$ cat src/logic/mpw_defines.svh
/*
  Offsets, field positions, reset values and fault codes for the page walk and fault check block.
  Assumes inclusion by bare name from the top module.
*/
`ifndef MPW_DEFINES_SVH
`define MPW_DEFINES_SVH

// register byte offsets on the register bus
`define MPW_OFF_CTRL        8'h00
`define MPW_OFF_TBASE       8'h04
`define MPW_OFF_DOMAIN      8'h08
`define MPW_OFF_FSTAT       8'h0c
`define MPW_OFF_FADDR       8'h10

// control register bit positions
`define MPW_CTRL_MMU_EN     0
`define MPW_CTRL_ALIGN_EN   1
`define MPW_CTRL_CACHE_EN   2
`define MPW_CTRL_WBUF_EN    3
`define MPW_CTRL_SYS_PROT   8
`define MPW_CTRL_ROM_PROT   9
`define MPW_CTRL_MASK       32'h0000030f

// reset values
`define MPW_CTRL_RESET      32'h00000000
`define MPW_TBASE_RESET     32'h00000000
`define MPW_DOMAIN_RESET    32'h00000000
`define MPW_TBASE_MASK      32'hffffc000

// descriptor and entry fields
`define MPW_BUF_BIT         2
`define MPW_CACHE_BIT       3
`define MPW_SUBPERM_LSB     4
`define MPW_SECT_AP_LSB     10

// descriptor type codes
`define MPW_TYPE_FAULT      2'b00
`define MPW_TYPE_L1_PAGE    2'b01
`define MPW_TYPE_L1_SECT    2'b10
`define MPW_TYPE_LARGE      2'b01
`define MPW_TYPE_SMALL      2'b10

// domain field codes
`define MPW_DOM_NONE        2'b00
`define MPW_DOM_CLIENT      2'b01
`define MPW_DOM_RSVD        2'b10
`define MPW_DOM_MANAGER     2'b11

// fault codes, highest priority first
`define MPW_FC_NONE         4'h0
`define MPW_FC_ALIGN        4'h1
`define MPW_FC_SECT_TRANS   4'h5
`define MPW_FC_PAGE_TRANS   4'h7
`define MPW_FC_SECT_DOM     4'h9
`define MPW_FC_PAGE_DOM     4'hb
`define MPW_FC_SECT_PERM    4'hd
`define MPW_FC_PAGE_PERM    4'hf

// bus responses
`define MPW_RESP_OKAY       2'b00
`define MPW_RESP_SLVERR     2'b10

`endif

$ cat src/logic/mpw_pkg.sv
/*
  Types for the page walk and fault check block.
  Assumes the defines header is compiled alongside.
*/
package mpw_pkg;
    typedef enum logic [2:0] {
        ST_IDLE,
        ST_CHECK,
        ST_L1,
        ST_L2,
        ST_JUDGE
    } mpw_state_t;
endpackage

$ cat src/logic/mpw_top.sv
/*
  Page table walk and access fault check with an AXI4-Lite register slave.
  Assumes a core that holds its request until done, and a table memory that
  answers each read with a one-cycle acknowledge.
*/
// Chosen here: the placing of the registers and the AXI4-Lite interface to the registers.
`timescale 1ns/1ps
`include "mpw_defines.svh"

module mpw_top (
    // clock and reset
    input  wire logic        CORE_CLK,
    input  wire logic        RSTN,
    // register bus
    input  wire logic [7:0]  AWADDR,
    input  wire logic        AWVALID,
    output logic             AWREADY,
    input  wire logic [31:0] WDATA,
    input  wire logic [3:0]  WSTRB,
    input  wire logic        WVALID,
    output logic             WREADY,
    output logic [1:0]       BRESP,
    output logic             BVALID,
    input  wire logic        BREADY,
    input  wire logic [7:0]  ARADDR,
    input  wire logic        ARVALID,
    output logic             ARREADY,
    output logic [31:0]      RDATA,
    output logic [1:0]       RRESP,
    output logic             RVALID,
    input  wire logic        RREADY,
    // core access request
    input  wire logic        CORE_REQ,
    input  wire logic [31:0] CORE_VADDR,
    input  wire logic        CORE_WRITE,
    input  wire logic        CORE_WORD,
    input  wire logic        CORE_DATA,
    input  wire logic        CORE_USER,
    // core answer
    output logic             CORE_DONE,
    output logic             CORE_ABORT,
    output logic             CORE_FETCH_ABORT,
    output logic [31:0]      CORE_PADDR,
    // table memory reads
    output logic             MEM_REQ,
    output logic [31:0]      MEM_ADDR,
    input  wire logic [31:0] MEM_RDATA,
    input  wire logic        MEM_ACK,
    // external access launch
    output logic             EXT_REQ,
    output logic [31:0]      EXT_ADDR,
    output logic             EXT_WRITE,
    output logic             EXT_CACHEABLE,
    output logic             EXT_BUFFERABLE
);
    localparam int TLB_N = 4;

    logic [1:0]         rst_sync_reg;
    logic               rst_n;
    mpw_pkg::mpw_state_t state_reg;

    // registers
    logic [31:0] ctrl_reg;
    logic [31:0] tbase_reg;
    logic [31:0] domain_rights_reg;
    logic [7:0]  fault_status_reg;
    logic [31:0] fault_address_reg;

    // bus slave state
    logic        aw_full_reg;
    logic        w_full_reg;
    logic [7:0]  aw_addr_reg;
    logic [31:0] w_data_reg;
    logic [3:0]  w_strb_reg;

    // current access
    logic [31:0] va_reg;
    logic        wr_reg;
    logic        word_reg;
    logic        data_reg;
    logic        user_reg;
    logic [31:0] l1_reg;
    logic [31:0] l2_reg;

    // translation buffer
    logic [19:0] tlb_tag [TLB_N];
    logic [31:0] tlb_l1  [TLB_N];
    logic [31:0] tlb_l2  [TLB_N];
    logic [TLB_N-1:0] tlb_vld_reg;
    logic [1:0]  tlb_ptr_reg;

    always_ff @(posedge CORE_CLK or negedge RSTN) begin
        if (!RSTN) begin
            rst_sync_reg <= 2'h0;
        end else begin
            rst_sync_reg <= {rst_sync_reg[0], 1'b1};
        end
    end
    assign rst_n = rst_sync_reg[1];

    // permission field judgement, shared by sections and sub-pages
    function automatic logic ap_allows(input logic [1:0] ap, input logic sp, input logic rp,
                                       input logic user, input logic wr);
        logic ok;
        ok = 1'b0;
        case (ap)
            2'b00: ok = (sp && !rp) ? (!user && !wr) : ((!sp && rp) ? !wr : 1'b0);
            2'b01: ok = !user;
            2'b10: ok = !user || !wr;
            2'b11: ok = 1'b1;
            default: ok = 1'b0;
        endcase
        return ok;
    endfunction

    // bus decode
    wire        wr_go     = aw_full_reg && w_full_reg && !BVALID;
    wire        wr_ctrl   = wr_go && (aw_addr_reg == `MPW_OFF_CTRL);
    wire        wr_tbase  = wr_go && (aw_addr_reg == `MPW_OFF_TBASE);
    wire        wr_domain = wr_go && (aw_addr_reg == `MPW_OFF_DOMAIN);
    wire        wr_fstat  = wr_go && (aw_addr_reg == `MPW_OFF_FSTAT);
    wire        wr_faddr  = wr_go && (aw_addr_reg == `MPW_OFF_FADDR);
    wire        wr_mapped = wr_ctrl || wr_tbase || wr_domain || wr_fstat || wr_faddr;
    wire [31:0] wmask     = {{8{w_strb_reg[3]}}, {8{w_strb_reg[2]}}, {8{w_strb_reg[1]}}, {8{w_strb_reg[0]}}};
    wire        rd_take   = ARVALID && ARREADY;
    wire        rd_mapped = (ARADDR == `MPW_OFF_CTRL) || (ARADDR == `MPW_OFF_TBASE) ||
                            (ARADDR == `MPW_OFF_DOMAIN) || (ARADDR == `MPW_OFF_FSTAT) ||
                            (ARADDR == `MPW_OFF_FADDR);
    wire [31:0] rd_value  = (ARADDR == `MPW_OFF_CTRL)   ? ctrl_reg :
                            (ARADDR == `MPW_OFF_TBASE)  ? tbase_reg :
                            (ARADDR == `MPW_OFF_DOMAIN) ? domain_rights_reg :
                            (ARADDR == `MPW_OFF_FSTAT)  ? {24'h0, fault_status_reg} :
                            (ARADDR == `MPW_OFF_FADDR)  ? fault_address_reg : 32'h0;

    // control fields
    wire mmu_en   = ctrl_reg[`MPW_CTRL_MMU_EN];
    wire align_en = ctrl_reg[`MPW_CTRL_ALIGN_EN];
    wire sys_prot = ctrl_reg[`MPW_CTRL_SYS_PROT];
    wire rom_prot = ctrl_reg[`MPW_CTRL_ROM_PROT];

    // translation buffer lookup
    logic [TLB_N-1:0] hit_vec;
    logic [31:0]      hit_l1;
    logic [31:0]      hit_l2;
    genvar gi;
    generate
        for (gi = 0; gi < TLB_N; gi++) begin : g_hit
            assign hit_vec[gi] = tlb_vld_reg[gi] && (tlb_tag[gi] == va_reg[31:12]);
        end
    endgenerate
    always_comb begin
        hit_l1 = 32'h0;
        hit_l2 = 32'h0;
        for (int i = 0; i < TLB_N; i++) begin
            if (hit_vec[i]) begin
                hit_l1 = tlb_l1[i];
                hit_l2 = tlb_l2[i];
            end
        end
    end
    wire tlb_hit = |hit_vec;

    wire align_flt = align_en && data_reg && word_reg && (va_reg[1:0] != 2'b00);

    wire [31:0] l1_addr = {tbase_reg[31:14], va_reg[31:20], 2'b00};
    // second-level entry address from the first-level page table descriptor
    wire [31:0] l2_addr = {MEM_RDATA[31:10], va_reg[19:12], 2'b00};

    wire l1_sect    = (MEM_RDATA[1:0] == `MPW_TYPE_L1_SECT);
    wire l1_page    = (MEM_RDATA[1:0] == `MPW_TYPE_L1_PAGE);
    wire l2_valid   = (MEM_RDATA[1:0] == `MPW_TYPE_LARGE) || (MEM_RDATA[1:0] == `MPW_TYPE_SMALL);

    // judged descriptors
    wire        is_sect   = (l1_reg[1:0] == `MPW_TYPE_L1_SECT);
    wire        is_large  = (l2_reg[1:0] == `MPW_TYPE_LARGE);
    wire        pg_trans  = !is_sect && !((l2_reg[1:0] == `MPW_TYPE_LARGE) || (l2_reg[1:0] == `MPW_TYPE_SMALL));
    // domain index from first level, domain 0 lowest
    wire [3:0]  dom_idx   = l1_reg[8:5];
    wire [1:0]  dom_field = domain_rights_reg[{dom_idx, 1'b0} +: 2];
    wire [1:0]  quarter   = is_large ? va_reg[15:14] : va_reg[11:10];
    wire [1:0]  sub_ap    = l2_reg[`MPW_SUBPERM_LSB + {quarter, 1'b0} +: 2];
    wire [1:0]  sect_ap   = l1_reg[`MPW_SECT_AP_LSB +: 2];
    // section judged with system protect, sub-page judged alike, decode
    wire        perm_ok   = ap_allows(is_sect ? sect_ap : sub_ap, sys_prot, rom_prot, user_reg, wr_reg);
    // domain 00 and 10 refuse every access
    wire        dom_flt   = (dom_field == `MPW_DOM_NONE) || (dom_field == `MPW_DOM_RSVD);
    // permission only checked for client domains
    wire        perm_flt  = (dom_field == `MPW_DOM_CLIENT) && !perm_ok;
    wire [3:0]  judge_code = pg_trans ? `MPW_FC_PAGE_TRANS :
                             dom_flt  ? (is_sect ? `MPW_FC_SECT_DOM : `MPW_FC_PAGE_DOM) :
                             perm_flt ? (is_sect ? `MPW_FC_SECT_PERM : `MPW_FC_PAGE_PERM) :
                             `MPW_FC_NONE;
    wire [31:0] judge_pa  = is_sect  ? {l1_reg[31:20], va_reg[19:0]} :
                            is_large ? {l2_reg[31:16], va_reg[15:0]} :
                                       {l2_reg[31:12], va_reg[11:0]};
    // cache and buffer attributes gated by their enables
    wire [31:0] attr_src  = is_sect ? l1_reg : l2_reg;
    wire        judge_c   = attr_src[`MPW_CACHE_BIT] && ctrl_reg[`MPW_CTRL_CACHE_EN];
    wire        judge_b   = attr_src[`MPW_BUF_BIT] && ctrl_reg[`MPW_CTRL_WBUF_EN];

    // finish decision for this cycle
    logic        fin;
    logic [3:0]  fin_code;
    logic [3:0]  fin_dom;
    logic [31:0] fin_pa;
    logic        fin_c;
    logic        fin_b;
    always_comb begin
        fin      = 1'b0;
        fin_code = `MPW_FC_NONE;
        fin_dom  = 4'h0;
        fin_pa   = va_reg;
        fin_c    = 1'b0;
        fin_b    = 1'b0;
        case (state_reg)
            mpw_pkg::ST_CHECK: begin
                if (align_flt) begin
                    fin      = 1'b1;
                    fin_code = `MPW_FC_ALIGN;
                end else if (!mmu_en) begin
                    fin = 1'b1;
                end
            end
            mpw_pkg::ST_L1: begin
                // domain taken from the invalid descriptor
                if (MEM_ACK && !l1_sect && !l1_page) begin
                    fin      = 1'b1;
                    fin_code = `MPW_FC_SECT_TRANS;
                    fin_dom  = MEM_RDATA[8:5];
                end
            end
            mpw_pkg::ST_JUDGE: begin
                fin      = 1'b1;
                fin_code = judge_code;
                fin_dom  = dom_idx;
                fin_pa   = judge_pa;
                fin_c    = judge_c;
                fin_b    = judge_b;
            end
            default: fin = 1'b0;
        endcase
    end
    wire fault = (fin_code != `MPW_FC_NONE);

    // bus slave
    always_ff @(posedge CORE_CLK or negedge rst_n) begin
        if (!rst_n) begin
            AWREADY     <= 1'b0;
            WREADY      <= 1'b0;
            BVALID      <= 1'b0;
            BRESP       <= `MPW_RESP_OKAY;
            ARREADY     <= 1'b0;
            RVALID      <= 1'b0;
            RDATA       <= 32'h0;
            RRESP       <= `MPW_RESP_OKAY;
            aw_full_reg <= 1'b0;
            w_full_reg  <= 1'b0;
            aw_addr_reg <= 8'h0;
            w_data_reg  <= 32'h0;
            w_strb_reg  <= 4'h0;
        end else begin
            AWREADY <= !aw_full_reg && !(AWVALID && AWREADY);
            WREADY  <= !w_full_reg && !(WVALID && WREADY);
            if (AWVALID && AWREADY) begin
                aw_full_reg <= 1'b1;
                aw_addr_reg <= {AWADDR[7:2], 2'b00};
            end
            if (WVALID && WREADY) begin
                w_full_reg <= 1'b1;
                w_data_reg <= WDATA;
                w_strb_reg <= WSTRB;
            end
            if (wr_go) begin
                BVALID <= 1'b1;
                BRESP  <= wr_mapped ? `MPW_RESP_OKAY : `MPW_RESP_SLVERR;
            end
            if (BVALID && BREADY) begin
                BVALID      <= 1'b0;
                aw_full_reg <= 1'b0;
                w_full_reg  <= 1'b0;
            end
            ARREADY <= !RVALID && !rd_take;
            if (rd_take) begin
                RVALID <= 1'b1;
                RDATA  <= rd_value;
                RRESP  <= rd_mapped ? `MPW_RESP_OKAY : `MPW_RESP_SLVERR;
            end else if (RVALID && RREADY) begin
                RVALID <= 1'b0;
            end
        end
    end

    // software registers and fault capture
    always_ff @(posedge CORE_CLK or negedge rst_n) begin
        if (!rst_n) begin
            ctrl_reg          <= `MPW_CTRL_RESET;
            tbase_reg         <= `MPW_TBASE_RESET;
            domain_rights_reg <= `MPW_DOMAIN_RESET;
            fault_status_reg  <= 8'h0;
            fault_address_reg <= 32'h0;
        end else begin
            if (wr_ctrl) begin
                ctrl_reg <= ((ctrl_reg & ~wmask) | (w_data_reg & wmask)) & `MPW_CTRL_MASK;
            end
            if (wr_tbase) begin
                tbase_reg <= ((tbase_reg & ~wmask) | (w_data_reg & wmask)) & `MPW_TBASE_MASK;
            end
            if (wr_domain) begin
                domain_rights_reg <= (domain_rights_reg & ~wmask) | (w_data_reg & wmask);
            end
            // data abort capture; bus writes never load fault_status_reg or fault_address_reg
            if (fin && fault && data_reg) begin
                fault_status_reg  <= {fin_dom, fin_code};
                fault_address_reg <= va_reg;
            end
        end
    end

    // walk and check sequencer
    always_ff @(posedge CORE_CLK or negedge rst_n) begin
        if (!rst_n) begin
            state_reg        <= mpw_pkg::ST_IDLE;
            va_reg           <= 32'h0;
            wr_reg           <= 1'b0;
            word_reg         <= 1'b0;
            data_reg         <= 1'b0;
            user_reg         <= 1'b0;
            l1_reg           <= 32'h0;
            l2_reg           <= 32'h0;
            MEM_REQ          <= 1'b0;
            MEM_ADDR         <= 32'h0;
            CORE_DONE        <= 1'b0;
            CORE_ABORT       <= 1'b0;
            CORE_FETCH_ABORT <= 1'b0;
            CORE_PADDR       <= 32'h0;
            EXT_REQ          <= 1'b0;
            EXT_ADDR         <= 32'h0;
            EXT_WRITE        <= 1'b0;
            EXT_CACHEABLE    <= 1'b0;
            EXT_BUFFERABLE   <= 1'b0;
        end else begin
            CORE_DONE        <= 1'b0;
            CORE_ABORT       <= 1'b0;
            CORE_FETCH_ABORT <= 1'b0;
            EXT_REQ          <= 1'b0;
            case (state_reg)
                mpw_pkg::ST_IDLE: begin
                    // done blocks a retake while the core drops its request
                    if (CORE_REQ && !CORE_DONE) begin
                        va_reg    <= CORE_VADDR;
                        wr_reg    <= CORE_WRITE;
                        word_reg  <= CORE_WORD;
                        data_reg  <= CORE_DATA;
                        user_reg  <= CORE_USER;
                        state_reg <= mpw_pkg::ST_CHECK;
                    end
                end
                mpw_pkg::ST_CHECK: begin
                    if (fin) begin
                        state_reg <= mpw_pkg::ST_IDLE;
                    end else if (tlb_hit) begin
                        l1_reg    <= hit_l1;
                        l2_reg    <= hit_l2;
                        state_reg <= mpw_pkg::ST_JUDGE;
                    end else begin
                        // miss starts the walk, core stalls
                        MEM_REQ   <= 1'b1;
                        MEM_ADDR  <= l1_addr;
                        state_reg <= mpw_pkg::ST_L1;
                    end
                end
                mpw_pkg::ST_L1: begin
                    if (MEM_ACK) begin
                        l1_reg <= MEM_RDATA;
                        if (fin) begin
                            MEM_REQ   <= 1'b0;
                            state_reg <= mpw_pkg::ST_IDLE;
                        end else if (l1_sect) begin
                            MEM_REQ   <= 1'b0;
                            state_reg <= mpw_pkg::ST_JUDGE;
                        end else begin
                            // page table descriptor leads to second fetch
                            MEM_ADDR  <= l2_addr;
                            state_reg <= mpw_pkg::ST_L2;
                        end
                    end
                end
                mpw_pkg::ST_L2: begin
                    if (MEM_ACK) begin
                        MEM_REQ   <= 1'b0;
                        l2_reg    <= MEM_RDATA;
                        state_reg <= mpw_pkg::ST_JUDGE;
                    end
                end
                mpw_pkg::ST_JUDGE: begin
                    state_reg <= mpw_pkg::ST_IDLE;
                end
                default: state_reg <= mpw_pkg::ST_IDLE;
            endcase
            if (fin) begin
                CORE_DONE <= 1'b1;
                CORE_ABORT       <= fault && data_reg;
                CORE_FETCH_ABORT <= fault && !data_reg;
                CORE_PADDR       <= fin_pa;
                // a faulted access never reaches memory
                EXT_REQ        <= !fault;
                EXT_ADDR       <= fin_pa;
                EXT_WRITE      <= wr_reg;
                EXT_CACHEABLE  <= fin_c;
                EXT_BUFFERABLE <= fin_b;
            end
        end
    end

    // translation buffer fill, flush and purge
    always_ff @(posedge CORE_CLK or negedge rst_n) begin
        if (!rst_n) begin
            tlb_vld_reg <= '0;
            tlb_ptr_reg <= 2'h0;
        end else begin
            if (wr_fstat) begin
                tlb_vld_reg <= '0;
            end else if (wr_faddr) begin
                for (int i = 0; i < TLB_N; i++) begin
                    if (tlb_tag[i] == w_data_reg[31:12]) begin
                        tlb_vld_reg[i] <= 1'b0;
                    end
                end
            end
            // fill wins over a same-cycle flush or purge
            if (MEM_ACK && ((state_reg == mpw_pkg::ST_L1 && l1_sect) ||
                            (state_reg == mpw_pkg::ST_L2 && l2_valid))) begin
                tlb_vld_reg[tlb_ptr_reg] <= 1'b1;
                tlb_ptr_reg              <= tlb_ptr_reg + 2'h1;
            end
        end
    end

    // buffer contents carry no reset; the valid bits guard them
    always_ff @(posedge CORE_CLK) begin
        if (MEM_ACK && state_reg == mpw_pkg::ST_L1 && l1_sect) begin
            tlb_tag[tlb_ptr_reg] <= va_reg[31:12];
            tlb_l1[tlb_ptr_reg]  <= MEM_RDATA;
            tlb_l2[tlb_ptr_reg]  <= 32'h0;
        end else if (MEM_ACK && state_reg == mpw_pkg::ST_L2 && l2_valid) begin
            tlb_tag[tlb_ptr_reg] <= va_reg[31:12];
            tlb_l1[tlb_ptr_reg]  <= l1_reg;
            tlb_l2[tlb_ptr_reg]  <= MEM_RDATA;
        end
    end
endmodule

$ cat config.mk
export PLATFORM = sky130hd
export DESIGN_NAME = mpw_top
export DESIGN_NICKNAME = d
export VERILOG_FILES = /design/src/logic/mpw_pkg.sv /design/src/logic/mpw_top.sv
export VERILOG_INCLUDE_DIRS = /design/src /design/src/logic
export SDC_FILE = /design/constraint.sdc
export NUM_CORES = 1
export LEC_CHECK = 0
export BUFFER_PORTS_ARGS = -buffer_cell sky130_fd_sc_hd__buf_4
export CORE_UTILIZATION = 57
export CTS_CLUSTER_SIZE = 30
export DETAILED_ROUTE_END_ITERATION = 6
export PLACE_DENSITY = 0.75
export SYNTH_ARGS = -nofsm -noshare
export SYNTH_HDL_FRONTEND = slang
export SYNTH_SLANG_ARGS = --single-unit
$ cat constraint.sdc
create_clock -name CORE_CLK -period 11.55 [get_ports CORE_CLK]
set_input_delay 2.31 -clock CORE_CLK [delete_from_list [all_inputs] [get_ports CORE_CLK]]
set_output_delay 2.31 -clock CORE_CLK [all_outputs]
set_load 0.01 [all_outputs]
==> out/qor.txt, run 1 <==
Register with the most flip-flops: tlb_l2
Clock Root Buffer: clkbuf_16
Largest registers: tlb_l2 (128), tlb_l1 (88), tlb_tag (80)
CP Data Arrival Time: 5240 ps
Largest net degree at the start of global routing: 165
Fin util: 67.2%
Nets: 2547
CTS sink cnt: 646
Die height: 226 um
Placed cells: 3005
Final ANT Viol Nets: 0
CP required: 12050 ps
Crit Path Max Fanout: 13
Max rail drop VDD: 0.000151 V
Post-layout min period: 4740 ps
Leakage: 13.7 nW
# rows: 81
Largest register FFs: 128
PwrDens: 252 mW/mm2
Power Total: 8.36 mW
Critical path endpoint category: flop
Initial drt markers: 2452
Io pins: 274
Residual DRC: 0
R2R Setup Slk: 7120 ps
Most used DFF post-synth: dfrtp_1
Crit start category: primary input
Fmax: 211 MHz
Postcts setup bufs: 0
Synth unique cells: 71
Total CTS buffers: 68
GRT Util Overall: 33.5%
Hold Fails Final Rpt: 0
Area after DPL: 0.0309 mm2
Number of detailed-route iterations in the first pass: 7
# resized after CTS: 0
Synth Register Bits: 646
Clock-pin slew on the worst setup and hold paths: 60 ps
Seq/Total Area, Yosys: 61.7%
Fill count: 3545
Dominant cells by area after synthesis: edfxtp_1, dfrtp_1, mux2_2
Fin crit share: 41.0%
Die area: 0.0511 mm2
Gr ovfl total: 0
Final WL: 84.4 mm
Synth area leader: edfxtp_1
Worst hold path type: flop to flop
Clk_lat worst skew: 620 ps
Final Cell Area: 0.0331 mm2
Setup_tns: 0 ps
Initial core utilization: 58.1%
Via count: 19900
Layout cells sized above 1: 27.7%
Final setup fails: 0
Post-Syn Area: 0.0286 mm2
Total number of yosys warnings: 0
CTS tree: done
Max-cap check violation count: 0
DR WL/cell: 27.0 um
Top-area cell type share of the netlist area: 31.1%
RSZ-0062 raised after global routing: no
Setup CP Type: primary input to flop
Worst-Margin Slew: 1230 ps
Hold Buf Count CTS: 0
Post-Place Worst Slack: 6330 ps
Hold slack final: 348 ps
Port-buffer cells: 267
Post-route insts no fill: 3131
Final worst slack: 6810 ps
Number of enable flip-flop cells after synthesis: 296
Worst clock skew: 19.4 ps
First-pass GRT wire length: 124 mm
Post-DP HPWL: 54.2 mm
Ant diodes: 0
Number of global-route vias before repair: 19300
Max-slew headroom: 18.1%
Syn avg cell area: 12.9 um2
Clock buffer depth: 3
Vias per cell: 6.35
Initial antenna violation count: 1
Routability Congestion: 0.886
Mapped Cells: 2223
Core Area: 0.0493 mm2
Outcome: completed
Chip width: 226 um
H-tree Lvls: 3
Area Growth Syn to Fin: 15.8%
Post-synth ARST share: 54.2%
Fin. max-slew vios: 0
==> layout make-up <==
class	instances	area, um2	share of cell area [%]
inverter	16	60.1	0.181
clock inverter	19	251	0.759
clock buffer	107	2000	6.04
multi-input combinational	1369	9980	30.1
tap	664	831	2.51
timing repair buffer	310	2340	7.07
sequential	646	17700	53.3
==> layer usage <==
layer  GRT usage (%)  routed length, um  up-vias  share of wire (%)
li1                -                  -     8459                  -
met1            46.1              33000    10000                 39
met2            51.2              38600     1193                 46
met3            7.01               8730      198                 10
met4            15.4               4050        2                4.8
met5               0                  7        -             0.0083
==> path summary, 6_finish.rpt <==
| path | start | to | cells after the start |
|---|---|---|---|
| worst max-delay path | ARADDR[6] | RDATA[22] | 8 |
| worst min-delay path | rst_sync_reg[0] | rst_sync_reg[1] | 0 |
| worst max register to register | state_reg[2] | fault_address_reg[0] | 9 |
| worst min register to register | rst_sync_reg[0] | rst_sync_reg[1] | 0 |
| max in group asynchronous | rst_sync_reg[1] | va_reg[8] | 1 |
| min in group asynchronous | rst_sync_reg[1] | va_reg[19] | 0 |
==> cell usage in the layout (no fill, tap or decap), types with 70 or more instances in the layout <==
| cell | netlist | routed |
|---|---|---|
| buf_4 | 36 | 309 |
| clkbuf_16 | 0 | 70 |
| nor2_1 | 78 | 74 |
| dfrtp_1 | 350 | 349 |
| mux2_2 | 199 | 199 |
| nand2_1 | 262 | 261 |
| xnor2_1 | 103 | 103 |
| a21oi_1 | 74 | 74 |
| edfxtp_1 | 296 | 296 |
==> cells by family (layout without fill, tap and decap cells) <==
group | Yosys count | count (layout) | synth area share [%]
flip-flops | 646 | 646 | 61.7
AND/OR/NAND/NOR | 571 | 571 | 9.57
AO/OA/AOI/OAI | 363 | 363 | 8.71
multiplexers | 262 | 262 | 11.1
buffers and inverters | 211 | 452 | 3.69
XOR/XNOR | 161 | 161 | 4.93
adder cells (fa/ha/maj) | 7 | 7 | 0.306
other | 2 | 5 | 0.0263
==> power by group <==
group | switching [mW] | total (mW) | leakage, nW | internal [mW]
combinational | 1.28 | 2.39 | 5.58 | 1.11
clock | 0.899 | 2.21 | 1.10 | 1.31
sequential | 0.771 | 3.76 | 7.04 | 2.99
==> cell usage after synthesis, types with 4 or more instances <==
cell type	n
a21oi_1	74
nor3_1	13
edfxtp_1	296
nor4_1	25
nor4b_1	5
xor2_1	58
nor2b_1	7
mux2_4	33
xnor2_1	103
nand2_1	262
o211ai_1	55
o21ai_0	47
a222oi_1	20
a31o_2	5
buf_12	4
and2_1	43
buf_4	36
clkbuf_1	111
mux4_1	5
mux2_2	199
dfrtp_1	350
a221oi_1	4
mux4_2	4
ha_1	7
a22oi_1	61
a31oi_1	69
nand4_1	31
mux2i_1	21
buf_1	7
nand3_1	15
inv_1	15
nor2_1	78
buf_2	35
and3_1	69
==> critical path, stage by stage <==
cell	delay, ps
buf_4	100
or4_1	610
nor3_1	370
nand2_1	320
nor2_1	820
buf_4	350
a222oi_1	120
o21ai_0	220
Note: power is estimated with default switching activity, not from simulation.
==> run 2: changes to the inputs <==
clock period = 4.51 ns   (was 11.55 ns; I/O delays follow)
==> out/qor.txt, run 2 (synthesized netlist as in run 1, its figures left out) <==
Outcome: completed
Clock-pin slew on the worst setup and hold paths: 60 ps
Ant diodes: 0
Chip width: 226 um
Max-slew headroom: 18.3%
Routability Congestion: 0.932
Max rail drop VDD: 0.000370 V
Fill count: 3525
Clock buffer depth: 3
Initial antenna violation count: 3
Setup_tns: 0 ps
Max-cap check violation count: 0
Crit start category: flop
Fin util: 67.6%
# rows: 81
Reg-to-reg startpoint: l2_reg[1]
Io pins: 274
CTS tree: done
Hold Fails Final Rpt: 0
Largest register FFs: 128
Setup CP Type: flop to flop
Leakage: 13.8 nW
Crit Path Max Fanout: 23
Final ANT Viol Nets: 0
PwrDens: 640 mW/mm2
Nets: 2552
Register with the most flip-flops: tlb_l2
GRT Util Overall: 33.2%
Initial core utilization: 58.1%
Total CTS buffers: 68
Post-layout min period: 3750 ps
# resized after CTS: 0
Hold Buf Count CTS: 0
Layout cells sized above 1: 28.0%
DR WL/cell: 26.9 um
Multi-input gate area: 0.00998 mm2
Final setup fails: 0
Fin. max-slew vios: 0
Worst-Margin Slew: 1220 ps
Final worst slack: 763 ps
Power Total: 21.3 mW
First-pass GRT wire length: 124 mm
Gr ovfl total: 0
Post-DP HPWL: 54.3 mm
Sequential Area: 0.0177 mm2
CP required: 5000 ps
Worst hold path type: primary input to asynchronous set/reset pin
Setup crit start: l2_reg[1]
Largest registers: tlb_l2 (128), tlb_l1 (88), tlb_tag (80)
CTS sink cnt: 646
Via count: 19800
Fin crit share: 83.1%
Initial drt markers: 2400
Clk_lat worst skew: 620 ps
Die area: 0.0511 mm2
Post-Place Worst Slack: 870 ps
Number of global-route vias before repair: 19800
Final WL: 84.3 mm
CP Data Arrival Time: 4240 ps
Vias per cell: 6.33
Area Growth Syn to Fin: 16.3%
Clock Root Buffer: clkbuf_16
Fmax: 267 MHz
Die height: 226 um
Commonest non-fill, non-tap cell in the layout: dfrtp_1
H-tree Lvls: 3
Worst clock skew: 35.2 ps
Port-buffer cells: 267
RSZ-0062 raised after global routing: no
Core Area: 0.0493 mm2
Residual DRC: 0
Critical path endpoint category: flop
Number of detailed-route iterations in the first pass: 6
Postcts setup bufs: 0
Hold slack final: 88.0 ps
Worst R2R Path Depth: 10
Largest net degree at the start of global routing: 115
Most frequent cells in the layout: dfrtp_1, buf_4, edfxtp_1, nand2_1, mux2_2
run 2: cell count changes in the layout (fill, tap and decap cells not counted), sizes merged:
cell	before	now
clkinv	9	16
buf	310	315
bufinv	5	2
clkbuf	107	104
inv	21	18
run 2: where the power goes:
part | internal (mW) | switching (mW) | total, mW
Sequential | 7.65 | 2.16 | 9.80
Clock | 3.24 | 2.29 | 5.53
Combinational | 2.86 | 3.09 | 5.95
Total | 13.7 | 7.54 | 21.3
run 2: layout make-up:
class / count / area share (%)
Clock buffer: 104 / 6.11
Clock inverter: 20 / 0.549
Inverter: 16 / 0.180
Multi-Input combinational cell: 1369 / 30.0
Sequential cell: 646 / 53.0
Tap cell: 664 / 2.50
Timing Repair Buffer: 315 / 7.63
run 2: worst max-delay path: stages (launching register included):
cell and delay, ps:
dfrtp_1 370, inv_1 60, ha_1 400, mux2i_1 440
o32ai_1 160, a22oi_1 400, a21oi_1 190, o31ai_4 400
o221a_4 610, buf_12 260, mux2_4 320
run 2: worst paths after layout:
check	endpoint	slack, ps
setup reg to reg	fault_address_reg[30]	760
hold reg to reg	va_reg[13]	310
setup / recovery	fault_address_reg[30]	760
hold / removal	rst_sync_reg[1]	90
max in group asynchronous	MEM_ADDR[13]	2960
min in group CORE_CLK	rst_sync_reg[1]	350
run 2: metal layers:
layer | vias up | wire [um] | GRT usage (%) | part of all wire [%]
met3 | 200 | 8440 | 6.84 | 10
met5 | - | 36 | 0 | 0.043
met2 | 1213 | 38800 | 51.7 | 46
met1 | 9962 | 33000 | 44.6 | 39
li1 | 8459 | - | - | -
met4 | 6 | 4030 | 16.6 | 4.8
run 2: per-stage QoR:
stage,area [um2],instances
after floorplan,28600,2226
after global placement,31100,3010
after detailed placement,31100,3010
after CTS,33300,3134
after global routing,33300,3134
final,33300,3134
==> run 3: changes to the inputs <==
ABC_AREA = 1   (was unset)
clock period = 3.6 ns   (was 4.51 ns; I/O delays follow)
==> out/qor.txt, run 3 <==
Outcome: completed
Post-Place Worst Slack: 470 ps
Most instantiated library cell after synthesis: nand2_1
Initial antenna violation count: 2
Number of enable flip-flop cells after synthesis: 296
Power Total: 27.6 mW
Via count: 25600
Clock Root Buffer: clkbuf_16
GRT Util Overall: 35.6%
Core Area: 0.0530 mm2
Number of detailed-route iterations in the first pass: 6
# rows: 84
Final worst slack: 782 ps
Layout cells sized above 1: 15.1%
Fin. max-slew vios: 0
Xor and xnor area share after synthesis: 2.58%
Largest net degree at the start of global routing: 148
Die height: 235 um
Setup_tns: 0 ps
Seq/Total Area, Yosys: 57.2%
Reg-to-reg startpoint: va_reg[22]
Placed cells: 4413
Critical path endpoint category: flop
Critical-path cell list: inv_1 > nand2_1 > nand2_1 > nor2_1 > nand2_1 > nor2_1 > nand3_4 > buf_12 > nor2_1 > nor2_1 > nand2_1 > nand2_1 > nand2_1 > nor2_1 > nor2_1 > nor2_1
Total number of yosys warnings: 0
Max-cap check violation count: 0
Die area: 0.0550 mm2
CP required: 4100 ps
Top-area cell type share of the netlist area: 28.8%
Post-Syn Area: 0.0308 mm2
Final ANT Viol Nets: 0
Area Growth Syn to Fin: 16.6%
Dominant cells by area after synthesis: edfxtp_1, dfrtp_1, nand2_1
Setup crit start: va_reg[22]
Leakage: 16.8 nW
Final WL: 97.7 mm
Fill count: 4257
First-pass GRT wire length: 147 mm
Residual DRC: 0
Worst R2R Path Depth: 16
Synth area leader: edfxtp_1
Chip width: 235 um
RSZ-0062 raised after global routing: no
Max-slew headroom: 46.9%
Io pins: 274
CTS tree: done
Register with the most flip-flops: tlb_l2
Ant diodes: 0
Crit start category: flop
Number of global-route vias before repair: 24600
Fin util: 67.9%
Post-synth ARST share: 54.2%
Nets: 3933
Largest register FFs: 128
Largest family of logic cells by synthesized area: simple AND/OR/NAND/NOR gates
Simple-gate portion of the synthesized area: 25.0%
DR WL/cell: 21.5 um
Critical-path top delay cell: dfrtp_1
Initial core utilization: 58.2%
Crit. path cell count: 16
CP peak stage delay: 590 ps
CP Data Arrival Time: 3320 ps
Clk_lat worst skew: 620 ps
Synth top cells by count: nand2_1, nor2_1, dfrtp_1, inv_1, edfxtp_1
Crit-path leading delay family: simple AND/OR/NAND/NOR gates
Post-route insts no fill: 4540
Largest registers: tlb_l2 (128), tlb_l1 (88), tlb_tag (80)
Final Cell Area: 0.0359 mm2
Clock buffer depth: 3
Port-buffer cells: 267
Post-layout min period: 2820 ps
Area after DPL: 0.0336 mm2
Most frequent CP cell: nor2_1
Gr ovfl total: 0
Vias per cell: 5.64
Synth Register Bits: 646
Worst hold path type: flop to asynchronous set/reset pin
Crit Path Max Fanout: 57
Multiplexer area fraction after synthesis: 0.584%
H-tree Lvls: 3
Syn avg cell area: 8.65 um2
Adder-Cell Fraction of Synth Area: 0.284%
PwrDens: 768 mW/mm2
Buf+Inv Stages, Crit Path: 2
Compound-Gate Fraction of Synth Area: 7.28%
Max rail drop VDD: 0.000458 V
Hold slack final: 275 ps
Commonest non-fill, non-tap cell in the layout: nand2_1
Total CTS buffers: 69
Most frequent cells in the layout: nand2_1, nor2_1, dfrtp_1, buf_4, inv_1
Synth unique cells: 52
Worst clock skew: 26.2 ps
Fin crit share: 78.3%
Initial drt markers: 2680
Clock-pin slew on the worst setup and hold paths: 60 ps
R2R Setup Slk: 780 ps
Post-DP HPWL: 66.7 mm
Fmax: 355 MHz
Mapped Cells: 3567
Most used DFF post-synth: dfrtp_1
CTS sink cnt: 646
Routability Congestion: 0.979
R2r endpoint: l1_reg[20]
Hold Fails Final Rpt: 0
Final setup fails: 0
Setup CP Type: flop to flop
Worst-Margin Slew: 794 ps
run 3: changes by cell type in the layout (fill, tap and decap cells not counted), sizes merged, moves of 69 or more:
cell   before   now
and3       69     0
inv        18   318
mux2      232    16
nand2     263  1078
nand3      15   174
nor2       78   499
o21ai      47   265
xnor2     103    29
run 3: what timing repair did:
action                     4_1_cts  5_1_grt
buffers inserted                 0        0
hold endpoints to repair         2        0
gates resized for setup          0        0
hold buffers                     1        0
setup endpoints to repair        0        0
run 3: layout make-up:
class	instances	area (um2)	share of cell area, %
timing repair buffer	358	2890	8.04
multi-input combinational	2406	11100	30.8
clock buffer	94	1950	5.43
tap	688	861	2.39
sequential	646	17700	49.1
inverter	316	1190	3.30
clock inverter	32	335	0.933
run 3: where the power goes:
part	leakage (nW)	switching [mW]	internal [mW]
clock	1.12	2.97	4.25
combinational	8.69	5.98	3.08
sequential	7.03	1.75	9.58
run 3: worst max path at each step:
stage / end / slack [ps]
after global routing: l1_reg[31] / 570
after CTS: fault_address_reg[10] / 850
after detailed placement: MEM_ADDR[18] / 470
final: l1_reg[20] / 780
after global placement: MEM_ADDR[3] / 520
after floorplan: tlb_l1[0][0] / -1560
run 3: metal layers:
layer  vias to the layer above  part of all wire, %  global-route usage [%]
met4                         2                  5.7                    20.9
met1                     12100                   40                    48.4
met2                      1373                   45                    53.5
met5                         -               0.0072                       0
met3                       284                  9.9                    7.23
li1                      11900                    -                       -
run 3: kinds of logic after synthesis:
| group | Yosys count |
|---|---|
| DFF | 646 |
| and+or+nand+nor | 1883 |
| muxes | 16 |
| xor gates and xnor gates | 91 |
| AOI/OAI and AO/OA | 404 |
| buffers and inverters | 518 |
| other | 2 |
| adders and majority gates | 7 |
